`src/design/charge_pkg.sv`:
```
// Package of constants and types for the charge cycle sequencer.
package charge_pkg;

  // ************************************************************
  // Timing
  // ************************************************************
  localparam int unsigned CLOCK_HZ = 40000000;
  localparam int unsigned CLOCK_NS = 25;
  localparam longint unsigned BAD_BATTERY_S = 1800;
  localparam longint unsigned SAFETY_S = 14400;
  localparam int unsigned RECHARGE_DEBOUNCE_US = 1700;
  localparam int unsigned STATUS_CARRIER_HZ = 35000;
  localparam int unsigned TEMP_BLINK_MHZ = 1500;
  localparam int unsigned BAD_BLINK_MHZ = 6100;
  // Least time rounds up.
  localparam int unsigned DEBOUNCE_CYCLES = (RECHARGE_DEBOUNCE_US * 1000 + CLOCK_NS - 1) / CLOCK_NS;
  localparam longint unsigned BAD_BATTERY_CYCLES = BAD_BATTERY_S * CLOCK_HZ;
  localparam longint unsigned SAFETY_CYCLES = SAFETY_S * CLOCK_HZ;
  localparam int unsigned CARRIER_CYCLES = CLOCK_HZ / STATUS_CARRIER_HZ;
  // Half a blink period, in carrier periods.
  localparam int unsigned TEMP_HALF_PERIODS = (STATUS_CARRIER_HZ * 500) / TEMP_BLINK_MHZ;
  localparam int unsigned BAD_HALF_PERIODS = (STATUS_CARRIER_HZ * 500) / BAD_BLINK_MHZ;

  // ************************************************************
  // Current commands in percent of full scale
  // ************************************************************
  localparam logic [6:0] CURRENT_OFF = 7'h00;
  localparam logic [6:0] CURRENT_TRICKLE = 7'h0a;
  localparam logic [6:0] CURRENT_FULL = 7'h64;
  localparam logic [6:0] CURRENT_LOW = 7'h14;

  // Duty cycles in sixteenths of the carrier.
  localparam logic [3:0] DUTY_TEMP_LOW = 4'h1;
  localparam logic [3:0] DUTY_TEMP_HIGH = 4'hf;
  localparam logic [3:0] DUTY_BAD_LOW = 4'h2;
  localparam logic [3:0] DUTY_BAD_HIGH = 4'he;

  typedef enum logic [1:0] {STATUS_CHARGING, STATUS_IDLE, STATUS_BAD, STATUS_TEMP} status_type;

  typedef struct packed {
    logic supplyLockout;
    logic differentialLockout;
    logic suspendIn;
    logic belowTrickle;
    logic belowRecharge;
    logic belowTaper;
    logic thermistorFault;
    logic highCurrentSelect;
  } sense_type;

  // The synchronisers leave reset as if suspended, so no current is commanded before a real sample arrives.
  localparam sense_type SENSE_RESET = '{suspendIn: 1'b1, default: 1'b0};

endpackage : charge_pkg

```
`src/design/liion_charge_cycle_control.sv`:
```
// Charge cycle sequencer for a linear single-cell lithium-ion charger.
`timescale 1ns/10ps
module liion_charge_cycle_control #(
  parameter longint unsigned BAD_BATTERY_COUNT = charge_pkg::BAD_BATTERY_CYCLES,
  parameter longint unsigned SAFETY_COUNT = charge_pkg::SAFETY_CYCLES,
  parameter int unsigned DEBOUNCE_COUNT = charge_pkg::DEBOUNCE_CYCLES
) (
  // Clock and reset
  input wire logic clock,
  input wire logic nrst,
  // Comparator results, asynchronous
  input wire charge_pkg::sense_type sense,
  // Current command and state
  output logic [6:0] currentCommand,
  output logic constantVoltage,
  output logic badBatteryLatched,
  output logic terminated,
  output charge_pkg::status_type statusCode,
  // Open-drain status pin
  output logic chargeStatusOut,
  output logic chargeStatusOe
);

  // ************************************************************
  // Synchronisers
  // ************************************************************
  charge_pkg::sense_type senseMeta;
  charge_pkg::sense_type senseSync;
  always_ff @(posedge clock or negedge nrst) begin
    if (!nrst) begin
      senseMeta <= charge_pkg::SENSE_RESET;
      senseSync <= charge_pkg::SENSE_RESET;
    end else begin
      senseMeta <= sense;
      senseSync <= senseMeta;
    end
  end

  wire logic disabled = senseSync.supplyLockout | senseSync.differentialLockout | senseSync.suspendIn;
  logic disabledPrev;
  wire logic restart = disabledPrev & ~disabled;
  wire logic lowTrickle = senseSync.belowTrickle;

  // ************************************************************
  // Recharge debounce
  // ************************************************************
  logic [31:0] debounce;
  logic aboveRechargeSince;
  wire logic rechargeEvent = senseSync.belowRecharge && debounce == DEBOUNCE_COUNT[31:0] - 32'h1;
  always_ff @(posedge clock or negedge nrst) begin
    if (!nrst) begin
      debounce <= 32'h0;
      disabledPrev <= 1'b0;
    end else begin
      disabledPrev <= disabled;
      if (!senseSync.belowRecharge) begin
        debounce <= 32'h0;
      end else if (debounce != DEBOUNCE_COUNT[31:0]) begin
        debounce <= debounce + 32'h1;
      end
    end
  end

  // ************************************************************
  // Cycle timers and latches
  // ************************************************************
  logic [63:0] safetyTimer;
  logic [63:0] trickleTimer;
  wire logic active = ~disabled & ~terminated;
  always_ff @(posedge clock or negedge nrst) begin
    if (!nrst) begin
      safetyTimer <= 64'h0;
      trickleTimer <= 64'h0;
      terminated <= 1'b0;
      badBatteryLatched <= 1'b0;
      aboveRechargeSince <= 1'b0;
    end else if (disabled || restart) begin
      safetyTimer <= 64'h0;
      trickleTimer <= 64'h0;
      terminated <= 1'b0;
      badBatteryLatched <= 1'b0;
      aboveRechargeSince <= 1'b0;
    end else begin
      if (!senseSync.belowRecharge) begin
        aboveRechargeSince <= 1'b1;
      end
      if (rechargeEvent) begin
        safetyTimer <= 64'h0;
        terminated <= 1'b0;
      end else if (!terminated && !senseSync.thermistorFault) begin
        safetyTimer <= safetyTimer + 64'h1;
        if (safetyTimer == SAFETY_COUNT - 64'h1) begin
          terminated <= 1'b1;
        end
      end
      if (!lowTrickle) begin
        trickleTimer <= 64'h0;
        // A held trickle count marks a bad-battery stop; a safety stop above trickle must not be undone.
        if (badBatteryLatched && terminated && trickleTimer != 64'h0) begin
          terminated <= 1'b0;
        end
      end else if (active) begin
        trickleTimer <= trickleTimer + 64'h1;
        if (trickleTimer == BAD_BATTERY_COUNT - 64'h1) begin
          badBatteryLatched <= 1'b1;
          terminated <= 1'b1;
          aboveRechargeSince <= 1'b0;
        end
        if (badBatteryLatched && !aboveRechargeSince) begin
          terminated <= 1'b1;
        end
      end
    end
  end

  // ************************************************************
  // Current command
  // ************************************************************
  wire logic [6:0] ccLevel = senseSync.highCurrentSelect ? charge_pkg::CURRENT_FULL : charge_pkg::CURRENT_LOW;
  wire logic charging = active & ~senseSync.thermistorFault;
  wire logic [6:0] next_currentCommand = !charging ? charge_pkg::CURRENT_OFF :
    lowTrickle ? charge_pkg::CURRENT_TRICKLE : ccLevel;
  // Taper comparator says the current has fallen under a tenth of full scale.
  logic tapered;
  always_ff @(posedge clock or negedge nrst) begin
    if (!nrst) begin
      currentCommand <= charge_pkg::CURRENT_OFF;
      constantVoltage <= 1'b0;
      tapered <= 1'b0;
    end else begin
      currentCommand <= next_currentCommand;
      constantVoltage <= charging & ~lowTrickle & ~senseSync.belowRecharge;
      tapered <= !active ? 1'b0 : (tapered | (senseSync.belowTaper & ~lowTrickle));
    end
  end

  // ************************************************************
  // Status indication
  // ************************************************************
  wire charge_pkg::status_type next_status =
    (badBatteryLatched && !tapered) ? charge_pkg::STATUS_BAD :
    (active && senseSync.thermistorFault && !tapered) ? charge_pkg::STATUS_TEMP :
    (active && !tapered) ? charge_pkg::STATUS_CHARGING : charge_pkg::STATUS_IDLE;

  logic [15:0] carrier;
  logic [15:0] blink;
  logic blinkHigh;
  wire logic carrierEnd = carrier == 16'(charge_pkg::CARRIER_CYCLES - 1);
  wire logic [15:0] halfPeriods = statusCode == charge_pkg::STATUS_TEMP ?
    16'(charge_pkg::TEMP_HALF_PERIODS) : 16'(charge_pkg::BAD_HALF_PERIODS);
  wire logic [3:0] duty = statusCode == charge_pkg::STATUS_TEMP ?
    (blinkHigh ? charge_pkg::DUTY_TEMP_HIGH : charge_pkg::DUTY_TEMP_LOW) :
    (blinkHigh ? charge_pkg::DUTY_BAD_HIGH : charge_pkg::DUTY_BAD_LOW);
  wire logic [19:0] dutyEdge = 20'(charge_pkg::CARRIER_CYCLES) * {16'h0, duty};
  wire logic pulseLow = {carrier, 4'h0} < dutyEdge;
  wire logic fault = statusCode == charge_pkg::STATUS_TEMP || statusCode == charge_pkg::STATUS_BAD;

  always_ff @(posedge clock or negedge nrst) begin
    if (!nrst) begin
      statusCode <= charge_pkg::STATUS_IDLE;
      carrier <= 16'h0;
      blink <= 16'h0;
      blinkHigh <= 1'b0;
      chargeStatusOe <= 1'b0;
    end else begin
      statusCode <= next_status;
      carrier <= carrierEnd ? 16'h0 : carrier + 16'h1;
      if (carrierEnd) begin
        if (blink >= halfPeriods - 16'h1) begin
          blink <= 16'h0;
          blinkHigh <= ~blinkHigh;
        end else begin
          blink <= blink + 16'h1;
        end
      end
      chargeStatusOe <= statusCode == charge_pkg::STATUS_CHARGING || (fault && pulseLow);
    end
  end
  assign chargeStatusOut = 1'b0;

  // ************************************************************
  // Checks
  // ************************************************************
  property p_lockout_off;
    @(posedge clock) disable iff (!nrst) disabled |=> currentCommand == charge_pkg::CURRENT_OFF;
  endproperty
  a_lockout_off: assert property (p_lockout_off) else $error("current while locked out");

  property p_trickle;
    @(posedge clock) disable iff (!nrst) (charging && lowTrickle) |=> currentCommand == charge_pkg::CURRENT_TRICKLE;
  endproperty
  a_trickle: assert property (p_trickle) else $error("trickle level wrong");

  property p_select;
    @(posedge clock) disable iff (!nrst)
      (charging && !lowTrickle && !senseSync.highCurrentSelect) |=> currentCommand == charge_pkg::CURRENT_LOW;
  endproperty
  a_select: assert property (p_select) else $error("low current level wrong");

  property p_terminated_off;
    @(posedge clock) disable iff (!nrst) terminated |=> currentCommand == charge_pkg::CURRENT_OFF;
  endproperty
  a_terminated_off: assert property (p_terminated_off) else $error("current after termination");

  property p_restart_clears;
    @(posedge clock) disable iff (!nrst) restart |=> !badBatteryLatched && !terminated && safetyTimer == 64'h0;
  endproperty
  a_restart_clears: assert property (p_restart_clears) else $error("restart did not clear");

  property p_recharge;
    @(posedge clock) disable iff (!nrst) (rechargeEvent && !disabled) |=> safetyTimer == 64'h0;
  endproperty
  a_recharge: assert property (p_recharge) else $error("timer not reset on recharge");

  property p_short_dip;
    @(posedge clock) disable iff (!nrst) !senseSync.belowRecharge |=> !rechargeEvent;
  endproperty
  a_short_dip: assert property (p_short_dip) else $error("undebounced recharge");

  property p_status_low;
    @(posedge clock) disable iff (!nrst) statusCode == charge_pkg::STATUS_CHARGING |=> chargeStatusOe;
  endproperty
  a_status_low: assert property (p_status_low) else $error("status not low while charging");

  property p_idle_released;
    @(posedge clock) disable iff (!nrst) statusCode == charge_pkg::STATUS_IDLE |=> !chargeStatusOe;
  endproperty
  a_idle_released: assert property (p_idle_released) else $error("status driven while idle");

  property p_diff_off;
    @(posedge clock) disable iff (!nrst)
      senseSync.differentialLockout |=> currentCommand == charge_pkg::CURRENT_OFF;
  endproperty
  a_diff_off: assert property (p_diff_off) else $error("current while margin too small");

  property p_suspend_off;
    @(posedge clock) disable iff (!nrst)
      senseSync.suspendIn |=> currentCommand == charge_pkg::CURRENT_OFF;
  endproperty
  a_suspend_off: assert property (p_suspend_off) else $error("current while suspended");

  property p_full;
    @(posedge clock) disable iff (!nrst)
      (charging && !lowTrickle && senseSync.highCurrentSelect) |=> currentCommand == charge_pkg::CURRENT_FULL;
  endproperty
  a_full: assert property (p_full) else $error("full current level wrong");

  property p_cv;
    @(posedge clock) disable iff (!nrst)
      (charging && !lowTrickle && !senseSync.belowRecharge) |=> constantVoltage;
  endproperty
  a_cv: assert property (p_cv) else $error("constant voltage phase missing");

  property p_bad_latch;
    @(posedge clock) disable iff (!nrst)
      (active && !restart && lowTrickle && trickleTimer == BAD_BATTERY_COUNT - 64'h1) |=> badBatteryLatched && terminated;
  endproperty
  a_bad_latch: assert property (p_bad_latch) else $error("bad battery not latched");

  property p_resume;
    @(posedge clock) disable iff (!nrst)
      (!disabled && !restart && !lowTrickle && badBatteryLatched && terminated && trickleTimer != 64'h0)
      |=> !terminated;
  endproperty
  a_resume: assert property (p_resume) else $error("charging not resumed above trickle");

  property p_defective;
    @(posedge clock) disable iff (!nrst)
      (active && !restart && lowTrickle && badBatteryLatched && !aboveRechargeSince) |=> terminated;
  endproperty
  a_defective: assert property (p_defective) else $error("defective battery not stopped");

  property p_latch_hold;
    @(posedge clock) disable iff (!nrst)
      (badBatteryLatched && !disabled && !restart) |=> badBatteryLatched;
  endproperty
  a_latch_hold: assert property (p_latch_hold) else $error("bad battery latch lost");

  property p_safety_end;
    @(posedge clock) disable iff (!nrst)
      (active && !restart && !rechargeEvent && !senseSync.thermistorFault && safetyTimer == SAFETY_COUNT - 64'h1)
      |=> terminated;
  endproperty
  a_safety_end: assert property (p_safety_end) else $error("safety timer did not end charge");

  property p_recharge_restart;
    @(posedge clock) disable iff (!nrst)
      (rechargeEvent && !disabled && !restart && !lowTrickle) |=> !terminated;
  endproperty
  a_recharge_restart: assert property (p_recharge_restart) else $error("recharge did not restart");

endmodule : liion_charge_cycle_control

```
`config.mk`:
```
export PLATFORM = sky130hd
export DESIGN_NAME = liion_charge_cycle_control
export DESIGN_NICKNAME = d
export VERILOG_FILES = /design/src/design/charge_pkg.sv /design/src/design/liion_charge_cycle_control.sv
export SDC_FILE = /design/constraint.sdc
export NUM_CORES = 1
export LEC_CHECK = 0
export ABC_AREA = 1
export BUFFER_PORTS_ARGS = -buffer_cell sky130_fd_sc_hd__buf_2
export CAP_MARGIN = 40
export CORE_UTILIZATION = 40
export CTS_BUF_LIST = sky130_fd_sc_hd__clkbuf_2
export CTS_CLUSTER_DIAMETER = 80
export CTS_CLUSTER_SIZE = 24
export DETAILED_ROUTE_END_ITERATION = 7
export PLACE_DENSITY_LB_ADDON = 0.05
export SLEW_MARGIN = 0
export SYNTH_ARGS = -nofsm -noshare
export SYNTH_HDL_FRONTEND = slang
export SYNTH_SLANG_ARGS = --single-unit
```
`constraint.sdc`:
```
create_clock -name clock -period 3.7 [get_ports clock]
set_input_delay 0.74 -clock clock [delete_from_list [all_inputs] [get_ports clock]]
set_output_delay 0.74 -clock clock [all_outputs]
set_load 0.01 [all_outputs]
```
## Word level (Yosys, flattened, before mapping)

Index checks and enable logic that the tools add are counted.
W data, S select, Z words.

- Output and inout bits: 14
- Input bits: 10
- Register bits: 225

- Reductions and logical operators: 25
- Equal/unequal tests: 9
- Muxes and demuxes: 39
- Multipliers: 1
- $add $sub $neg: 6
- $lt $le $gt $ge: 2
- Bitwise operators: 15

Operator list:

| operator | count |
|---|---|
| $mux W64 | 6 |
| $add A64 B1 Y64 const B | 2 |
| $eq A64 B37 Y1 const B | 1 |
| $eq A64 B40 Y1 const B | 1 |
| $mux W32 | 2 |
| $reduce_bool A64 Y1 | 1 |
| $add A16 B1 Y16 const B | 2 |
| $add A32 B1 Y32 const B | 1 |
| $eq A32 B17 Y1 const B | 1 |
| $mux W16 | 2 |
| $ne A32 B17 Y1 const B | 1 |
| $mux W7 | 3 |
| $lt A20 B15 Y1 | 1 |
| $mux W1 | 20 |
| $eq A16 B11 Y1 const B | 1 |
| $ge A16 B16 Y1 | 1 |
| $sub A14 B1 Y15 const B | 1 |
| $mul A10 B4 Y14 const A | 1 |
| $mux W14 | 1 |
| $mux W4 | 3 |
| $logic_and A1 B1 Y1 | 10 |
| $and A1 B1 Y1 | 6 |
| $not A1 Y1 | 6 |
| $reduce_bool A2 Y1 | 3 |
| other kinds (11) | 20 |

## Logic depth before layout (Yosys ltp)

- Word-level depth: 9
- Mapped depth: 13

## Worst setup path after synthesis

OpenSTA, ideal clock, no wires.

- Kind: flip-flop to flip-flop
- Start point: register statusCode[0]
- End point: register chargeStatusOe
- Setup time: 131 ps
- Period minus slack after synthesis: 2,275 ps
- Stages on the path, launching flop included: 14
- Setup slack: 1,425 ps
- Buffers on the path: 0
- Arrival: 2,145 ps
- Cells stage by stage: dfstp_2 nand2_2 nor2_1 inv_1 ha_1 xnor2_1 ha_1 nand2_1 o21ai_0 nand4_1 nand2_1 nand3_1 nand2_1 o21ai_0

- Word-level cells in the longest chain between the ends: 6

RTL lines:

| item | line | RTL |
|---|---|---|
| from (decl) | liion_charge_cycle_control.sv:18 | `output charge_pkg::status_type statusCode,` |
| from (signal assigned) | liion_charge_cycle_control.sv:160 | `statusCode <= charge_pkg::STATUS_IDLE;` |
| from (signal assigned) | liion_charge_cycle_control.sv:166 | `statusCode <= next_status;` |
| $eq A2 B2 Y1 | liion_charge_cycle_control.sv:151, liion_charge_cycle_control.sv:156 |  |
| $mux W4 | liion_charge_cycle_control.sv:151 | `wire logic [3:0] duty = statusCode == charge_pkg::STATUS_TEMP ?` |
| $mul A10 B4 Y14 | liion_charge_cycle_control.sv:154 | `wire logic [19:0] dutyEdge = 20'(charge_pkg::CARRIER_CYCLES) * {16'h0, duty};` |
| $lt A20 B15 Y1 | liion_charge_cycle_control.sv:155 | `wire logic pulseLow = {carrier, 4'h0} < dutyEdge;` |
| $logic_and A1 B1 Y1 | liion_charge_cycle_control.sv:176 | `chargeStatusOe <= statusCode == charge_pkg::STATUS_CHARGING \|\| (fault && pulseLow);` |
| $logic_or A1 B1 Y1 * | liion_charge_cycle_control.sv:176 |  |
| to (signal assigned) | liion_charge_cycle_control.sv:176 |  |
| to (decl) | liion_charge_cycle_control.sv:21 | `output logic chargeStatusOe` |

Mark *: on every way between the ends. The rest lies on a longest branch, timed or not.
A chain may end at the register's enable or synchronous reset.

## Final worst setup path

Ends and elaborated chain as after synthesis.

==> summary.txt <==
Pwr
  – Total Power: 3.89 mW
  – Maximum vdd drop: 0.221 mV
  – PwrDens: 263 nW/µm²
  – Pleak: 6.40 nW

Outcome
  – Status: complete, no violations

STA
  – Final hold vios: 0
  – Worst Max-Slew Pin Slew: 0.688 ns
  – Final setup viols: 0
  – Clk_skew: 0.0623 ns
  – Final Max Tran Viols: 0
  – RSZ-0062 raised after global routing: no
  – Final WS setup: 1.17 ns
  – Period utilization: 0.683
  – Fin Setup TNS: 0 ns
  – Tmin final: 2.53 ns
  – Worst hold slack: 0.288 ns
  – Worst rel slew slack: 0.541
  – Maximum clock rate: 396 MHz

Clocking
  – Total CTS buffers: 18
  – Clock-pin slew on the worst setup and hold paths: 0.42 ns
  – CTS Sinks: 222
  – Clock latency on the worst-skew pair: 0.94 ns
  – CTS Root Cell: clkbuf_2
  – Clock buffer depth: 3
  – CTS tree: built
  – Htree depth: 1

Setup path
  – Reg-to-reg startpoint: statusCode[0]
  – Req. time, crit path: 4.54 ns
  – Worst Path Arrival: 3.37 ns
  – Worst Setup SP: statusCode[0]
  – Setup crit end kind: flip-flop
  – WS Path Type: flip-flop to flip-flop
  – Critical path fanouts, max: 14
  – Startpoint Class: flip-flop

Logic synthesis
  – Distinct cells, synth: 55
  – Seq cells post-synth: 222
  – Sequential element share of the synthesized area: 0.406
  – Simple-Gate Fraction of Synth Area: 0.369
  – Top FF cell, synth: dfrtp_1
  – Cell Area, Synth: 13700 µm²
  – Async set-reset flop share out of synthesis: 1.00
  – Compound-Gate Fraction of Synth Area: 0.0811
  – Synth warn: 0
  – EDFF count, synth: 0
  – Adder-Cell Fraction of Synth Area: 0.0238
  – Mapped Avg Cell Area: 7.14 µm²
  – Post-synthesis mux area share: 0
  – Main combinational cell family by area after synthesis: simple AND/OR/NAND/NOR gates
  – Post-synthesis xor/xnor area fraction: 0.0333
  – Post-synthesis cell count: 1918

Floorplanning
  – Initial Util: 0.407
  – Die X-Extent: 187 µm
  – Total Die Area: 35000 µm²
  – Core box area: 33600 µm²
  – Die H: 187 µm
  – Row count: 67
  – # IOs: 24

Global routing
  – Largest net degree at the start of global routing: 77
  – GRT Resource Usage Total: 0.212
  – Vias in the first global route: 11800
  – First-pass GRT wire length: 61000 µm
  – Global route overflow: 0
  – Initial antenna violation count: 3

Detailed routing
  – Vias: 12200
  – Drt total wl: 36200 µm
  – Vias per std cell: 5.07
  – Drt pass-1 iters: 7
  – Number of remaining DRC errors: 0
  – DR iter-0 viols: 814
  – Routed len/inst: 15.0 µm
  – Routed Antenna Nets: 0

Place
  – Dpl hpwl: 26800 µm
  – Count of input and output buffers: 21
  – Post-placement setup slack: 1.20 ns
  – GP Congestion: 0.899
  – Cell Area, Placed: 14400 µm²

Flow run
  – Max cap viols: 0

Layout
  – Most frequent cells in the layout: 434 x nand2_1, 296 x nor2_1, 263 x inv_1, 219 x dfrtp_1, 150 x nand3_1
  – Syn-to-layout area delta: 7.72%
  – Proportion of layout cells with a drive suffix above 1: 0.0780
  – Commonest non-fill, non-tap cell in the layout: nand2_1
  – Post-route cell area: 14800 µm²
  – NumNets Final: 1986

Worst hold path
  – Hold Crit Class: input port to async pin
[final timing paths]
path / to / slack, ns / cells past startpoint
worst max-delay path: chargeStatusOe / 1.17 / 13
max in group asynchronous: blink[6] / 2.56 / 3
worst max register to register: chargeStatusOe / 1.17 / 13
min in group clock: senseSync[5] / 0.39 / 0
worst min register to register: senseSync[5] / 0.39 / 0
worst min-delay path: safetyTimer[29] / 0.29 / 2
[where the power goes]
group / leakage, nW / internal (mW) / switching, mW
combinational: 3.20 / 0.0316 / 0.0900
clock: 0.161 / 0.309 / 0.993
sequential: 3.04 / 2.45 / 0.0105
total: 6.40 / 2.79 / 1.09
[critical path, stage by stage (launching register included)]
cell and delay, ns:
dfstp_2 0.63, nand2_2 0.17, nor2_1 0.27, inv_1 0.11, ha_1 0.30, xnor2_1 0.15, ha_1 0.27, nand2_1 0.04
o21ai_0 0.16, nand4_1 0.09, nand2_1 0.08, nand3_1 0.06, nand2_1 0.06, o21ai_0 0.07
[through the flow]
stage,utilization,cells
after floorplan,-,1919
after global placement,0.427,2366
after detailed placement,0.428,2369
after CTS,0.439,2410
after global routing,0.439,2411
final,0.439,2411
[cell type report]
cell class / instances / area [µm²]
fill: 3492 / 18900
clock inverter: 12 / 159
sequential: 222 / 5560
antenna: 1 / 2.50
multi-input combinational: 1392 / 6980
clock buffer: 20 / 100
tap: 448 / 561
timing repair buffer: 43 / 368
inverter: 273 / 1020
[per-layer routing]
layer / GRT usage / share of wire
met5: 0 / 0.0015
met2: 0.334 / 0.44
met3: 0.0218 / 0.032
met1: 0.314 / 0.51
met4: 0.0429 / 0.015
[sequential cells by signal, summed over array words and instances (netlist names)]
name	flops
terminated	1
debounce	32
trickleTimer	64
senseSync	7
disabledPrev	1
blinkHigh	1
statusCode	2
tapered	1
badBatteryLatched	1
carrier	16
senseMeta	8
currentCommand	4
constantVoltage	1
aboveRechargeSince	1
safetyTimer	64
chargeStatusOe	1
blink	16
lowTrickle	1
[synthesized netlist by cell type, types with 3 or more instances]
cell | count | area share
o21ai_0 | 69 | 0.025
nor3_1 | 71 | 0.026
dfrtp_1 | 219 | 0.40
a22oi_1 | 4 | 0.0022
inv_2 | 6 | 0.0016
o21ai_1 | 9 | 0.0033
nor2_4 | 15 | 0.012
nand2_2 | 11 | 0.0050
clkbuf_1 | 11 | 0.0030
buf_2 | 14 | 0.0051
nand3_1 | 150 | 0.055
xnor2_1 | 9 | 0.0058
o22ai_1 | 17 | 0.0078
nor3b_1 | 4 | 0.0022
inv_1 | 263 | 0.072
nor2_1 | 298 | 0.082
nor3_2 | 4 | 0.0029
nand2_1 | 434 | 0.12
xor2_1 | 43 | 0.027
nor4_1 | 6 | 0.0027
clkinv_1 | 4 | 0.0011
nor2_2 | 22 | 0.010
and3_1 | 3 | 0.0014
or2_2 | 5 | 0.0023
o21bai_1 | 3 | 0.0016
a21oi_1 | 78 | 0.029
nand3_2 | 6 | 0.0044
buf_4 | 4 | 0.0022
a31oi_1 | 12 | 0.0055
ha_1 | 26 | 0.024
dfstp_2 | 3 | 0.0058
nand4_1 | 63 | 0.029
[cells by family (layout without fill, tap and decap cells)]
group	Yosys count	after routing
DFF	222	222
and+or+nand+nor	1108	1108
buffers and inverters	305	348
adders and majority gates	26	26
AOI/OAI and AO/OA	204	204
other	1	3
xor gates and xnor gates	52	52
[repair_timing]
action	in CTS	in global routing
hold endpoints to repair	79	0
endpoints found under the setup margin	0	0
gates resized for setup	0	0
setup buffers	0	0
hold buffers	9	0
(Power assumes the default switching activity.)
